File: src/lsb_pkg.sv
// Package for the logic, shift and bit-operation unit.
// Assumes a single clock domain; shared by the unit and its testbench.
package lsb_pkg;

  // ****************************************************************
  // Operand sizes.
  // ****************************************************************
  typedef enum logic [1:0] {
    LSB_SZ_BYTE = 2'h0, // Eight-bit operand.
    LSB_SZ_WORD = 2'h1, // Sixteen-bit operand.
    LSB_SZ_LONG = 2'h2  // Thirty-two-bit operand.
  } lsb_size_t;

  // ****************************************************************
  // Operation codes.
  // ****************************************************************
  typedef enum logic [4:0] {
    LSB_OP_AND = 5'h00, // Bitwise and.
    LSB_OP_OR = 5'h01, // Bitwise inclusive or.
    LSB_OP_XOR = 5'h02, // Bitwise exclusive or.
    LSB_OP_NOT = 5'h03, // One's complement.
    LSB_OP_ARITH_SHIFT_LEFT = 5'h04, // Arithmetic shift left.
    LSB_OP_ARITH_SHIFT_RIGHT = 5'h05, // Arithmetic shift right.
    LSB_OP_LOGIC_SHIFT_LEFT = 5'h06, // Logical shift left.
    LSB_OP_LOGIC_SHIFT_RIGHT = 5'h07, // Logical shift right.
    LSB_OP_ROTATE_LEFT = 5'h08, // Rotate left.
    LSB_OP_ROTATE_RIGHT = 5'h09, // Rotate right.
    LSB_OP_ROTATE_LEFT_VIA_CARRY = 5'h0A, // Rotate left via carry.
    LSB_OP_ROTATE_RIGHT_VIA_CARRY = 5'h0B, // Rotate right via carry.
    LSB_OP_SET_SELECTED_BIT = 5'h0C, // Force bit to one.
    LSB_OP_CLEAR_SELECTED_BIT = 5'h0D, // Force bit to zero.
    LSB_OP_INVERT_SELECTED_BIT = 5'h0E, // Complement bit.
    LSB_OP_TEST_SELECTED_BIT = 5'h0F, // Zero flag from bit.
    LSB_OP_CARRY_AND_BIT = 5'h10, // Carry and bit.
    LSB_OP_CARRY_AND_INVERTED_BIT = 5'h11, // Carry and not bit.
    LSB_OP_CARRY_OR_BIT = 5'h12, // Carry or bit.
    LSB_OP_CARRY_OR_INVERTED_BIT = 5'h13, // Carry or not bit.
    LSB_OP_CARRY_XOR_BIT = 5'h14, // Carry xor bit.
    LSB_OP_CARRY_XOR_INVERTED_BIT = 5'h15, // Carry xor not bit.
    LSB_OP_LOAD_BIT_TO_CARRY = 5'h16, // Bit to carry.
    LSB_OP_LOAD_INVERTED_BIT_TO_CARRY = 5'h17, // Not bit to carry.
    LSB_OP_STORE_CARRY_TO_BIT = 5'h18, // Carry to bit.
    LSB_OP_STORE_INVERTED_CARRY_TO_BIT = 5'h19 // Not carry to bit.
  } lsb_op_t;

  // ****************************************************************
  // Widths and reset values.
  // ****************************************************************
  localparam int LSB_DATA_W = 32; // Full register width.
  localparam int LSB_BITNO_W = 3; // Bit-number field width.
  localparam int LSB_BYTE_MSB = 7; // Sign bit of a byte.
  localparam int LSB_WORD_MSB = 15; // Sign bit of a word.
  localparam int LSB_LONG_MSB = 31; // Sign bit of a longword.
  localparam logic [31:0] LSB_RESULT_RST = 32'h0000_0000; // Result at reset.
  localparam logic LSB_FLAG_RST = 1'b0; // Flags at reset.

endpackage

File: src/lsb_bit_if.sv
// Interface carrying one bit-select request and its answer.
// Assumes the unit drives the request side and the leaf the answer.
`timescale 1ns/1ps
interface lsb_bit_if;
  logic [7:0] byte_in; // Byte operand.
  logic [2:0] bit_no; // Selected bit number.
  logic bit_val; // Value of the selected bit.
  logic [7:0] one_hot; // Mask of the selected bit.

  // The unit asks with the byte and bit number.
  modport unit (output byte_in, output bit_no, input bit_val,
                input one_hot);
  // The leaf answers with the bit value and mask.
  modport leaf (input byte_in, input bit_no, output bit_val,
                output one_hot);
endinterface

File: src/lsb_bit_sel.sv
// Bit-select leaf: picks one bit of a byte and builds its one-hot mask.
// Assumes purely combinational use by the unit on the same clock.
`timescale 1ns/1ps
module lsb_bit_sel (
  lsb_bit_if.leaf sel // Request and answer.
);

  // ****************************************************************
  // Selection.
  // ****************************************************************

  // Pure decode; no state, so the answer follows the request directly.
  always_comb begin
    sel.one_hot = 8'h01 << sel.bit_no;
    sel.bit_val = sel.byte_in[sel.bit_no];
  end

endmodule

File: src/lsb_unit.sv
// Logic, shift, rotate and bit-manipulation execution unit.
// Assumes operands arrive already fetched and a one-cycle start pulse.
//
// What this block does
// - And destination with source or literal.
// - Or destination with source or literal.
// - Exclusive or destination with source or literal.
// - Complement every bit of destination.
// - Byte, word, longword sizes per operation.
// - Arithmetic shift left or right.
// - Logical shift left or right.
// - Rotate within width, end bit wraps.
// - Rotate through carry, carry gets out-bit.
// - Bit ops on bytes, number literal or register.
// - Inverted bit ops take literal number only.
// - Set forces one, clear forces zero.
// - Invert complements only the selected bit.
// - Test loads zero flag with inverted bit.
// - Carry becomes carry and bit.
// - Carry becomes carry and inverted bit.
// - Carry becomes carry or bit.
// - Carry becomes carry or inverted bit.
// - Carry becomes carry xor bit.
// - Carry becomes carry xor inverted bit.
// - Load bit or its inverse into carry.
// - Store carry or its inverse into bit.
// - Operands are 8, 16 or 32 bits.
`timescale 1ns/1ps
module lsb_unit (
  input wire logic CORE_CLK, // Processor clock, 40 MHz.
  input wire logic RST, // Asynchronous reset, active high.
  input wire logic START, // One-cycle request strobe.
  input wire lsb_pkg::lsb_op_t OP, // Operation to perform.
  input wire lsb_pkg::lsb_size_t SIZE, // Operand size.
  input wire logic [31:0] DEST, // Destination operand.
  input wire logic [31:0] SOURCE_REGISTER, // Second register operand.
  input wire logic [31:0] LITERAL_OPERAND, // Literal operand.
  input wire logic USE_LITERAL, // Pick literal over register.
  input wire logic [2:0] BIT_LITERAL, // Literal bit number.
  input wire logic CARRY_IN, // Current carry flag.
  input wire logic ZERO_IN, // Current zero flag.
  output logic DONE, // Result valid, one cycle.
  output logic ILLEGAL, // Request refused, one cycle.
  output logic [31:0] RESULT, // Value to write back.
  output logic WRITE_BACK, // Result must be written.
  output logic CARRY_OUT, // New carry flag.
  output logic ZERO_OUT // New zero flag.
);

  // ****************************************************************
  // Declarations.
  // ****************************************************************
  lsb_bit_if bsel (); // Bit-select connection.
  logic [31:0] operand_b; // Register or literal second operand.
  logic [31:0] size_mask; // Ones over the active width.
  logic [31:0] logic_res; // Result of the combining stage.
  logic [31:0] result_d; // Next result.
  logic carry_d; // Next carry.
  logic zero_d; // Next zero flag.
  logic wb_d; // Next write-back strobe.
  logic illegal_d; // Request refused.
  logic msb_bit; // Top bit of the active width.
  logic lsb_bit; // Bottom bit.
  logic is_inverted; // Operation is an inverted bit variant.
  logic is_bit_op; // Operation works on a selected bit.
  logic [31:0] result_q; // Registered result.
  logic carry_q; // Registered carry.
  logic zero_q; // Registered zero flag.
  logic wb_q; // Registered write-back.
  logic done_q; // Registered done.
  logic illegal_q; // Registered refusal.

  // ****************************************************************
  // Bit selection.
  // ****************************************************************

  // Bit operations always work on the low byte of the operand.
  assign bsel.byte_in = DEST[lsb_pkg::LSB_BYTE_MSB:0];
  // Literal number or the low three bits of a register.
  assign bsel.bit_no = USE_LITERAL ? BIT_LITERAL :
    SOURCE_REGISTER[lsb_pkg::LSB_BITNO_W-1:0];

  lsb_bit_sel u_bit_sel (
    .sel (bsel.leaf)
  );

  // ****************************************************************
  // Operand shaping.
  // ****************************************************************

  // Width mask and end bits for the chosen size.
  always_comb begin
    operand_b = USE_LITERAL ? LITERAL_OPERAND : SOURCE_REGISTER;
    case (SIZE)
      lsb_pkg::LSB_SZ_BYTE: begin
        size_mask = 32'h0000_00FF;
        msb_bit = DEST[lsb_pkg::LSB_BYTE_MSB];
      end
      lsb_pkg::LSB_SZ_WORD: begin
        size_mask = 32'h0000_FFFF;
        msb_bit = DEST[lsb_pkg::LSB_WORD_MSB];
      end
      default: begin
        size_mask = 32'hFFFF_FFFF;
        msb_bit = DEST[lsb_pkg::LSB_LONG_MSB];
      end
    endcase
    lsb_bit = DEST[0];
  end

  // Inverted variants only accept a literal bit number.
  always_comb begin
    case (OP)
      lsb_pkg::LSB_OP_CARRY_AND_INVERTED_BIT,
      lsb_pkg::LSB_OP_CARRY_OR_INVERTED_BIT,
      lsb_pkg::LSB_OP_CARRY_XOR_INVERTED_BIT,
      lsb_pkg::LSB_OP_LOAD_INVERTED_BIT_TO_CARRY,
      lsb_pkg::LSB_OP_STORE_INVERTED_CARRY_TO_BIT: begin
        is_inverted = 1'b1;
      end
      default: begin
        is_inverted = 1'b0;
      end
    endcase
    is_bit_op = (OP >= lsb_pkg::LSB_OP_SET_SELECTED_BIT);
    // Refusal costs nothing in state and keeps flags intact.
    illegal_d = START && is_inverted && !USE_LITERAL;
  end

  // ****************************************************************
  // Main datapath.
  // ****************************************************************

  // One case per operation, the two left shifts sharing one; shifts move by exactly one place.
  always_comb begin
    logic_res = DEST;
    carry_d = CARRY_IN;
    zero_d = ZERO_IN;
    wb_d = 1'b1;
    case (OP)
      lsb_pkg::LSB_OP_AND: begin
        logic_res = DEST & operand_b;
      end
      lsb_pkg::LSB_OP_OR: begin
        logic_res = DEST | operand_b;
      end
      lsb_pkg::LSB_OP_XOR: begin
        logic_res = DEST ^ operand_b;
      end
      lsb_pkg::LSB_OP_NOT: begin
        logic_res = ~DEST;
      end
      lsb_pkg::LSB_OP_ARITH_SHIFT_LEFT,
      lsb_pkg::LSB_OP_LOGIC_SHIFT_LEFT: begin
        logic_res = {DEST[30:0], 1'b0};
        carry_d = msb_bit;
      end
      lsb_pkg::LSB_OP_ARITH_SHIFT_RIGHT: begin
        // Bits above the width are dropped first, or they would leak in.
        logic_res = ((DEST & size_mask) >> 1) |
          ({32{msb_bit}} & ~(size_mask >> 1));
        carry_d = lsb_bit;
      end
      lsb_pkg::LSB_OP_LOGIC_SHIFT_RIGHT: begin
        logic_res = (DEST & size_mask) >> 1;
        carry_d = lsb_bit;
      end
      lsb_pkg::LSB_OP_ROTATE_LEFT: begin
        logic_res = {DEST[30:0], msb_bit};
        carry_d = msb_bit;
      end
      lsb_pkg::LSB_OP_ROTATE_RIGHT: begin
        logic_res = ((DEST & size_mask) >> 1) |
          ({32{lsb_bit}} & ~(size_mask >> 1));
        carry_d = lsb_bit;
      end
      lsb_pkg::LSB_OP_ROTATE_LEFT_VIA_CARRY: begin
        logic_res = {DEST[30:0], CARRY_IN};
        carry_d = msb_bit;
      end
      lsb_pkg::LSB_OP_ROTATE_RIGHT_VIA_CARRY: begin
        logic_res = ((DEST & size_mask) >> 1) |
          ({32{CARRY_IN}} & ~(size_mask >> 1));
        carry_d = lsb_bit;
      end
      lsb_pkg::LSB_OP_SET_SELECTED_BIT: begin
        logic_res = DEST | {24'h00_0000, bsel.one_hot};
      end
      lsb_pkg::LSB_OP_CLEAR_SELECTED_BIT: begin
        logic_res = DEST & ~{24'h00_0000, bsel.one_hot};
      end
      lsb_pkg::LSB_OP_INVERT_SELECTED_BIT: begin
        logic_res = DEST ^ {24'h00_0000, bsel.one_hot};
      end
      lsb_pkg::LSB_OP_TEST_SELECTED_BIT: begin
        zero_d = ~bsel.bit_val;
        wb_d = 1'b0;
      end
      lsb_pkg::LSB_OP_CARRY_AND_BIT: begin
        carry_d = CARRY_IN & bsel.bit_val;
        wb_d = 1'b0;
      end
      lsb_pkg::LSB_OP_CARRY_AND_INVERTED_BIT: begin
        carry_d = CARRY_IN & ~bsel.bit_val;
        wb_d = 1'b0;
      end
      lsb_pkg::LSB_OP_CARRY_OR_BIT: begin
        carry_d = CARRY_IN | bsel.bit_val;
        wb_d = 1'b0;
      end
      lsb_pkg::LSB_OP_CARRY_OR_INVERTED_BIT: begin
        carry_d = CARRY_IN | ~bsel.bit_val;
        wb_d = 1'b0;
      end
      lsb_pkg::LSB_OP_CARRY_XOR_BIT: begin
        carry_d = CARRY_IN ^ bsel.bit_val;
        wb_d = 1'b0;
      end
      lsb_pkg::LSB_OP_CARRY_XOR_INVERTED_BIT: begin
        carry_d = CARRY_IN ^ ~bsel.bit_val;
        wb_d = 1'b0;
      end
      lsb_pkg::LSB_OP_LOAD_BIT_TO_CARRY: begin
        carry_d = bsel.bit_val;
        wb_d = 1'b0;
      end
      lsb_pkg::LSB_OP_LOAD_INVERTED_BIT_TO_CARRY: begin
        carry_d = ~bsel.bit_val;
        wb_d = 1'b0;
      end
      lsb_pkg::LSB_OP_STORE_CARRY_TO_BIT: begin
        logic_res = CARRY_IN ? (DEST | {24'h00_0000, bsel.one_hot}) :
          (DEST & ~{24'h00_0000, bsel.one_hot});
      end
      lsb_pkg::LSB_OP_STORE_INVERTED_CARRY_TO_BIT: begin
        logic_res = !CARRY_IN ? (DEST | {24'h00_0000, bsel.one_hot}) :
          (DEST & ~{24'h00_0000, bsel.one_hot});
      end
      default: begin
        wb_d = 1'b0;
      end
    endcase
    // Bit ops are byte wide; others keep only the active width.
    result_d = logic_res & (is_bit_op ? 32'h0000_00FF : size_mask);
  end

  // ****************************************************************
  // Result registers.
  // ****************************************************************

  // The result and flags change only on an accepted request.
  always_ff @(posedge CORE_CLK or posedge RST) begin
    if (RST) begin
      result_q <= lsb_pkg::LSB_RESULT_RST;
      carry_q <= lsb_pkg::LSB_FLAG_RST;
      zero_q <= lsb_pkg::LSB_FLAG_RST;
    end else if (START && !illegal_d) begin
      result_q <= result_d;
      carry_q <= carry_d;
      zero_q <= zero_d;
    end
  end

  // Strobes last one cycle after the request.
  always_ff @(posedge CORE_CLK or posedge RST) begin
    if (RST) begin
      done_q <= 1'b0;
      wb_q <= 1'b0;
      illegal_q <= 1'b0;
    end else begin
      done_q <= START && !illegal_d;
      wb_q <= START && !illegal_d && wb_d;
      illegal_q <= illegal_d;
    end
  end

  assign RESULT = result_q;
  assign CARRY_OUT = carry_q;
  assign ZERO_OUT = zero_q;
  assign DONE = done_q;
  assign WRITE_BACK = wb_q;
  assign ILLEGAL = illegal_q;
endmodule

File: config.mk
export PLATFORM = sky130hd
export DESIGN_NAME = lsb_unit
export DESIGN_NICKNAME = d
export VERILOG_FILES = /design/src/lsb_pkg.sv /design/src/lsb_bit_if.sv /design/src/lsb_bit_sel.sv /design/src/lsb_unit.sv
export SDC_FILE = /design/constraint.sdc
export NUM_CORES = 1
export LEC_CHECK = 0
export CAP_MARGIN = 20
export CORE_MARGIN = 5
export CORE_UTILIZATION = 50
export CTS_CLUSTER_SIZE = 25
export DETAILED_ROUTE_END_ITERATION = 10
export DONT_BUFFER_PORTS = 1
export HOLD_SLACK_MARGIN = 0.12
export SLEW_MARGIN = 0
export SYNTH_ARGS = -nofsm -noshare
export SYNTH_HDL_FRONTEND = slang
export SYNTH_SLANG_ARGS = --single-unit
File: constraint.sdc
create_clock -name CORE_CLK -period 1.22 [get_ports CORE_CLK]
set_input_delay 0.122 -clock CORE_CLK [delete_from_list [all_inputs] [get_ports CORE_CLK]]
set_output_delay 0.122 -clock CORE_CLK [all_outputs]
set_load 0.01 [all_outputs]
==> results.toml <==
[synth]
synth.yosys.seq_area_share_pct = 18.0
ys_top_cells_by_area = "ha_1 20%, dfrtp_1 18%, mux2i_1 7.6%, o21ai_0 5.3%, nand2_1 5.2%"
synth_enable_flop_cells = 0
synth_seq_cells = 37
yosys.cell_types.count = 63
postSynth.topFlopCell = "dfrtp_1"
syn-instance-count = 648
synth.cell_area_um2 = 5130
synth.yosys.warnings = 0
netlist.area_leader.share_pct = 19.5
synth_area_per_cell_um2 = 7.92
postSynthNetCount = 840
async_flop_share_pct = 100
synth_top_cell_by_area = "ha_1"

[timing]
min_period_over_period_pct = 131
worst_clock_skew_ns = 0
achievable_clock_frequency_mhz = 628
report.final.slew_viol_count = 0
grt_setup_unrepaired = "true"
fin_tns_setup_ns = -2.58
worst_pin_slew_ns = 0.479
setup_viol = 23
final.setup.worst_slack_ns = -0.373
slew_headroom_pct = 67.8
final.min_clock_period_ns = 1.59
count_of_endpoints_failing_hold_in_the_final_timing_report = 0

[placed_design]
postPlaceCellArea_um2 = 6120
port_buffers = 0
dp_hpwl_um = 13500
dp.cells = 864
place.gp.congestion = 0.870

[critical_path]
critical_path.max_fanout = 6
setup.worst_path.start_class = "input port"
cp-end-kind = "register"
critical-path-max-stage-delay_ns = 0.43
critical_path.startpoint = "BIT_LITERAL[0]"
timing.critical_path.cells = "nor3b_4 -> buf_4 -> o21ai_4 -> ha_1 -> a22o_1 -> or4_4 -> a2111oi_4 -> o31ai_1"
path_class = "in -> reg"
worst-endpoint-required_ns = 1.41
timing.critical_path.arrival_ns = 1.78
cpMaxStageDelayCell = "or4_4"
critical_path.reg2reg.startpoint = "CARRY_OUT"

[clock_tree]
root_buffer = "clkbuf_8"
path_clk_slew_ns = 0.09
insertion_delay_ns = 0.31
ctsLongestPathBuffers = 2
cts_inserted_buffers = 5
cts_tree = "done"
ctsHtreeMaxLevel = 2
cts_num_sinks = 37

[finish]
design.final.nets = 986
post-route-util_pct = 74.3
post_layout_nonfiller_instances = 931
stdcell_area_um2 = 7560
syn2layout_area_growth_pct = 47.4
n_antenna_cell = 0
multi_input_area_um2 = 4480
ff_latch_area_um2 = 926
proportion_of_layout_cells_with_a_drive_suffix_above_1_pct = 31.7
num-fill-cells = 771

[detailed_routing]
drt_initial_violations = 545
route.detailed.wl_per_inst_um = 21.1
vias = 5760
antenna_left = 0
route.final.wire_length_um = 19700
drt-pass1-iter-count = 5
routed_via_density = 6.19
remaining_drc_errors = 0

[pwr]
max_ir_drop_vdd_v = 0.000518
combPwrFrac_pct = 40.7
power.switching_mw = 1.61
power_share_of_the_sequential_group_pct = 30.9
switching_share_pct = 33.7
p_per_area_nw_per_um2 = 631
clock_power_share_pct = 28.4
int_power_mw = 3.16
cellLeakagePower_nw = 3.55

[global_route]
grt_total_ovfl = 0
antenna_found_initial = 0
globalRouteTotalUtil_pct = 29.3
grt_pass1_wl_um = 30100
grt_pass1_vias = 5789
grt_max_degree = 52

[die]
fp.dieH_um = 111
core-area_um2 = 10200
die_area_um2 = 12400
io_pins = 149
rows = 37
initial_utilization_pct = 50.4
die-width_um = 111

[hold_path]
hold_start = "DEST[21]"
min-delay-path-class = "in -> reg"

[run_status]
outcome = "finished with violations"
violations = "setup timing"

[run]
timing.max_cap.violations = 0
-- critical path: cells and delay by family --
family          cells  cell delay (ns)
compound gates      4             0.55
fa+ha+maj           1             0.28
buf+inv             1             0.16
simple gates        2             0.66
-- layer usage --
layer	vias to the layer above	wire length, µm	global-route usage [%]
li1	2670	-	-
met1	2800	7980	36.6
met2	240	9870	50.9
met3	50	1300	5.46
met4	0	535	9.98
met5	-	0	0
-- cells in the mapped netlist, types with 3 or more instances --
cell and instances:
ha_1 80, nand2_1 71, inv_1 67, o21ai_0 54, nor2_1 46, mux2i_1 39
dfrtp_1 37, a22oi_1 26, buf_2 18, clkbuf_1 17, o2111ai_1 17, a22o_1 16
a221oi_1 14, o211ai_1 14, a21oi_1 11, nand2b_1 10, a2bb2oi_1 8, o2bb2ai_1 7
a211oi_1 6, nor2b_1 6, nor3b_1 6, o31ai_1 6, mux2_2 5, a2111oi_0 4
nand3_1 4, and3b_1 3, buf_1 3, nand3b_1 3, nor3_1 3, o21a_1 3
o221ai_1 3, or3_1 3
-- layout make-up --
cell class | count | share of cell area (%)
clock inverters | 3 | 0.860
repair buffers | 179 | 21.1
clock buffers | 5 | 0.910
inverters | 68 | 3.37
well taps | 136 | 2.25
multi-input cells | 503 | 59.3
flip-flops and latches | 37 | 12.2
-- cell families after synthesis --
logic type,Yosys count,synth area share (%)
compound gates,207,29.3
flops,37,18.0
xor+xnor,3,0.512
buf+inv,108,8.56
simple gates,169,15.4
fa+ha+maj,80,19.5
mux,44,8.70
-- sequential cells by signal (all words and copies together) (netlist names) --
register    count
RESULT         32
CARRY_OUT       1
DONE            1
ILLEGAL         1
WRITE_BACK      1
ZERO_OUT        1
-- stage by stage --
step | setup slack, ns | hold slack [ns] | total power, mW
floorplan | -0.798 | 0.288 | 2.46
global placement | -0.867 | 0.0297 | 2.90
detailed placement | -0.910 | 0.0414 | 2.96
CTS | -0.419 | 0.120 | 4.54
global route | -0.427 | 0.114 | 5.02
finish | -0.373 | 0.0760 | 4.77
-- layout by cell type (no fill, tap or decap), types with 14 or more instances in the layout --
cell | synthesis | final
o211ai_1 | 14 | 14
a22oi_2 | 0 | 18
ha_1 | 80 | 74
buf_4 | 1 | 117
nand2_1 | 71 | 67
inv_1 | 67 | 67
o21ai_1 | 1 | 28
nor2_1 | 46 | 43
a22o_1 | 16 | 16
mux2i_1 | 39 | 37
dfrtp_1 | 37 | 37
dlygate4sd3_1 | 0 | 41
o21ai_0 | 54 | 19
-- final timing paths --
| check | end | slack (ns) | cells past startpoint |
|---|---|---|---|
| min in group asynchronous | RESULT[12] | 0.26 | 3 |
| max in group asynchronous | RESULT[5] | 0.56 | 3 |
| worst max-delay path | RESULT[4] | -0.37 | 8 |
| worst min register to register | RESULT[3] | 0.54 | 2 |
| worst min-delay path | RESULT[20] | 0.08 | 3 |
| worst max register to register | CARRY_OUT | 0.23 | 3 |
-- power groups by stage --
| stage | Sequential [mW] | Combinational (mW) | Clock, mW |
|---|---|---|---|
| 2_1_floorplan | 1.47 | 0.991 | 0 |
| 3_3_place_gp | 1.50 | 1.40 | 0 |
| 3_5_place_dp | 1.51 | 1.45 | 0 |
| 4_1_cts | 1.48 | 1.69 | 1.36 |
| 5_1_grt | 1.49 | 2.11 | 1.42 |
| 6_report | 1.48 | 1.94 | 1.35 |
-- repair_timing --
item	4_1_cts	5_1_grt
buffers inserted	7	12
resized for setup	71	88
endpoints found under the hold margin	67	4
cloned	1	0
hold buffers	38	5
endpoints found under the setup margin	29	34
pin swaps	36	76
No activity file was read; power rests on OpenSTA's default activity.
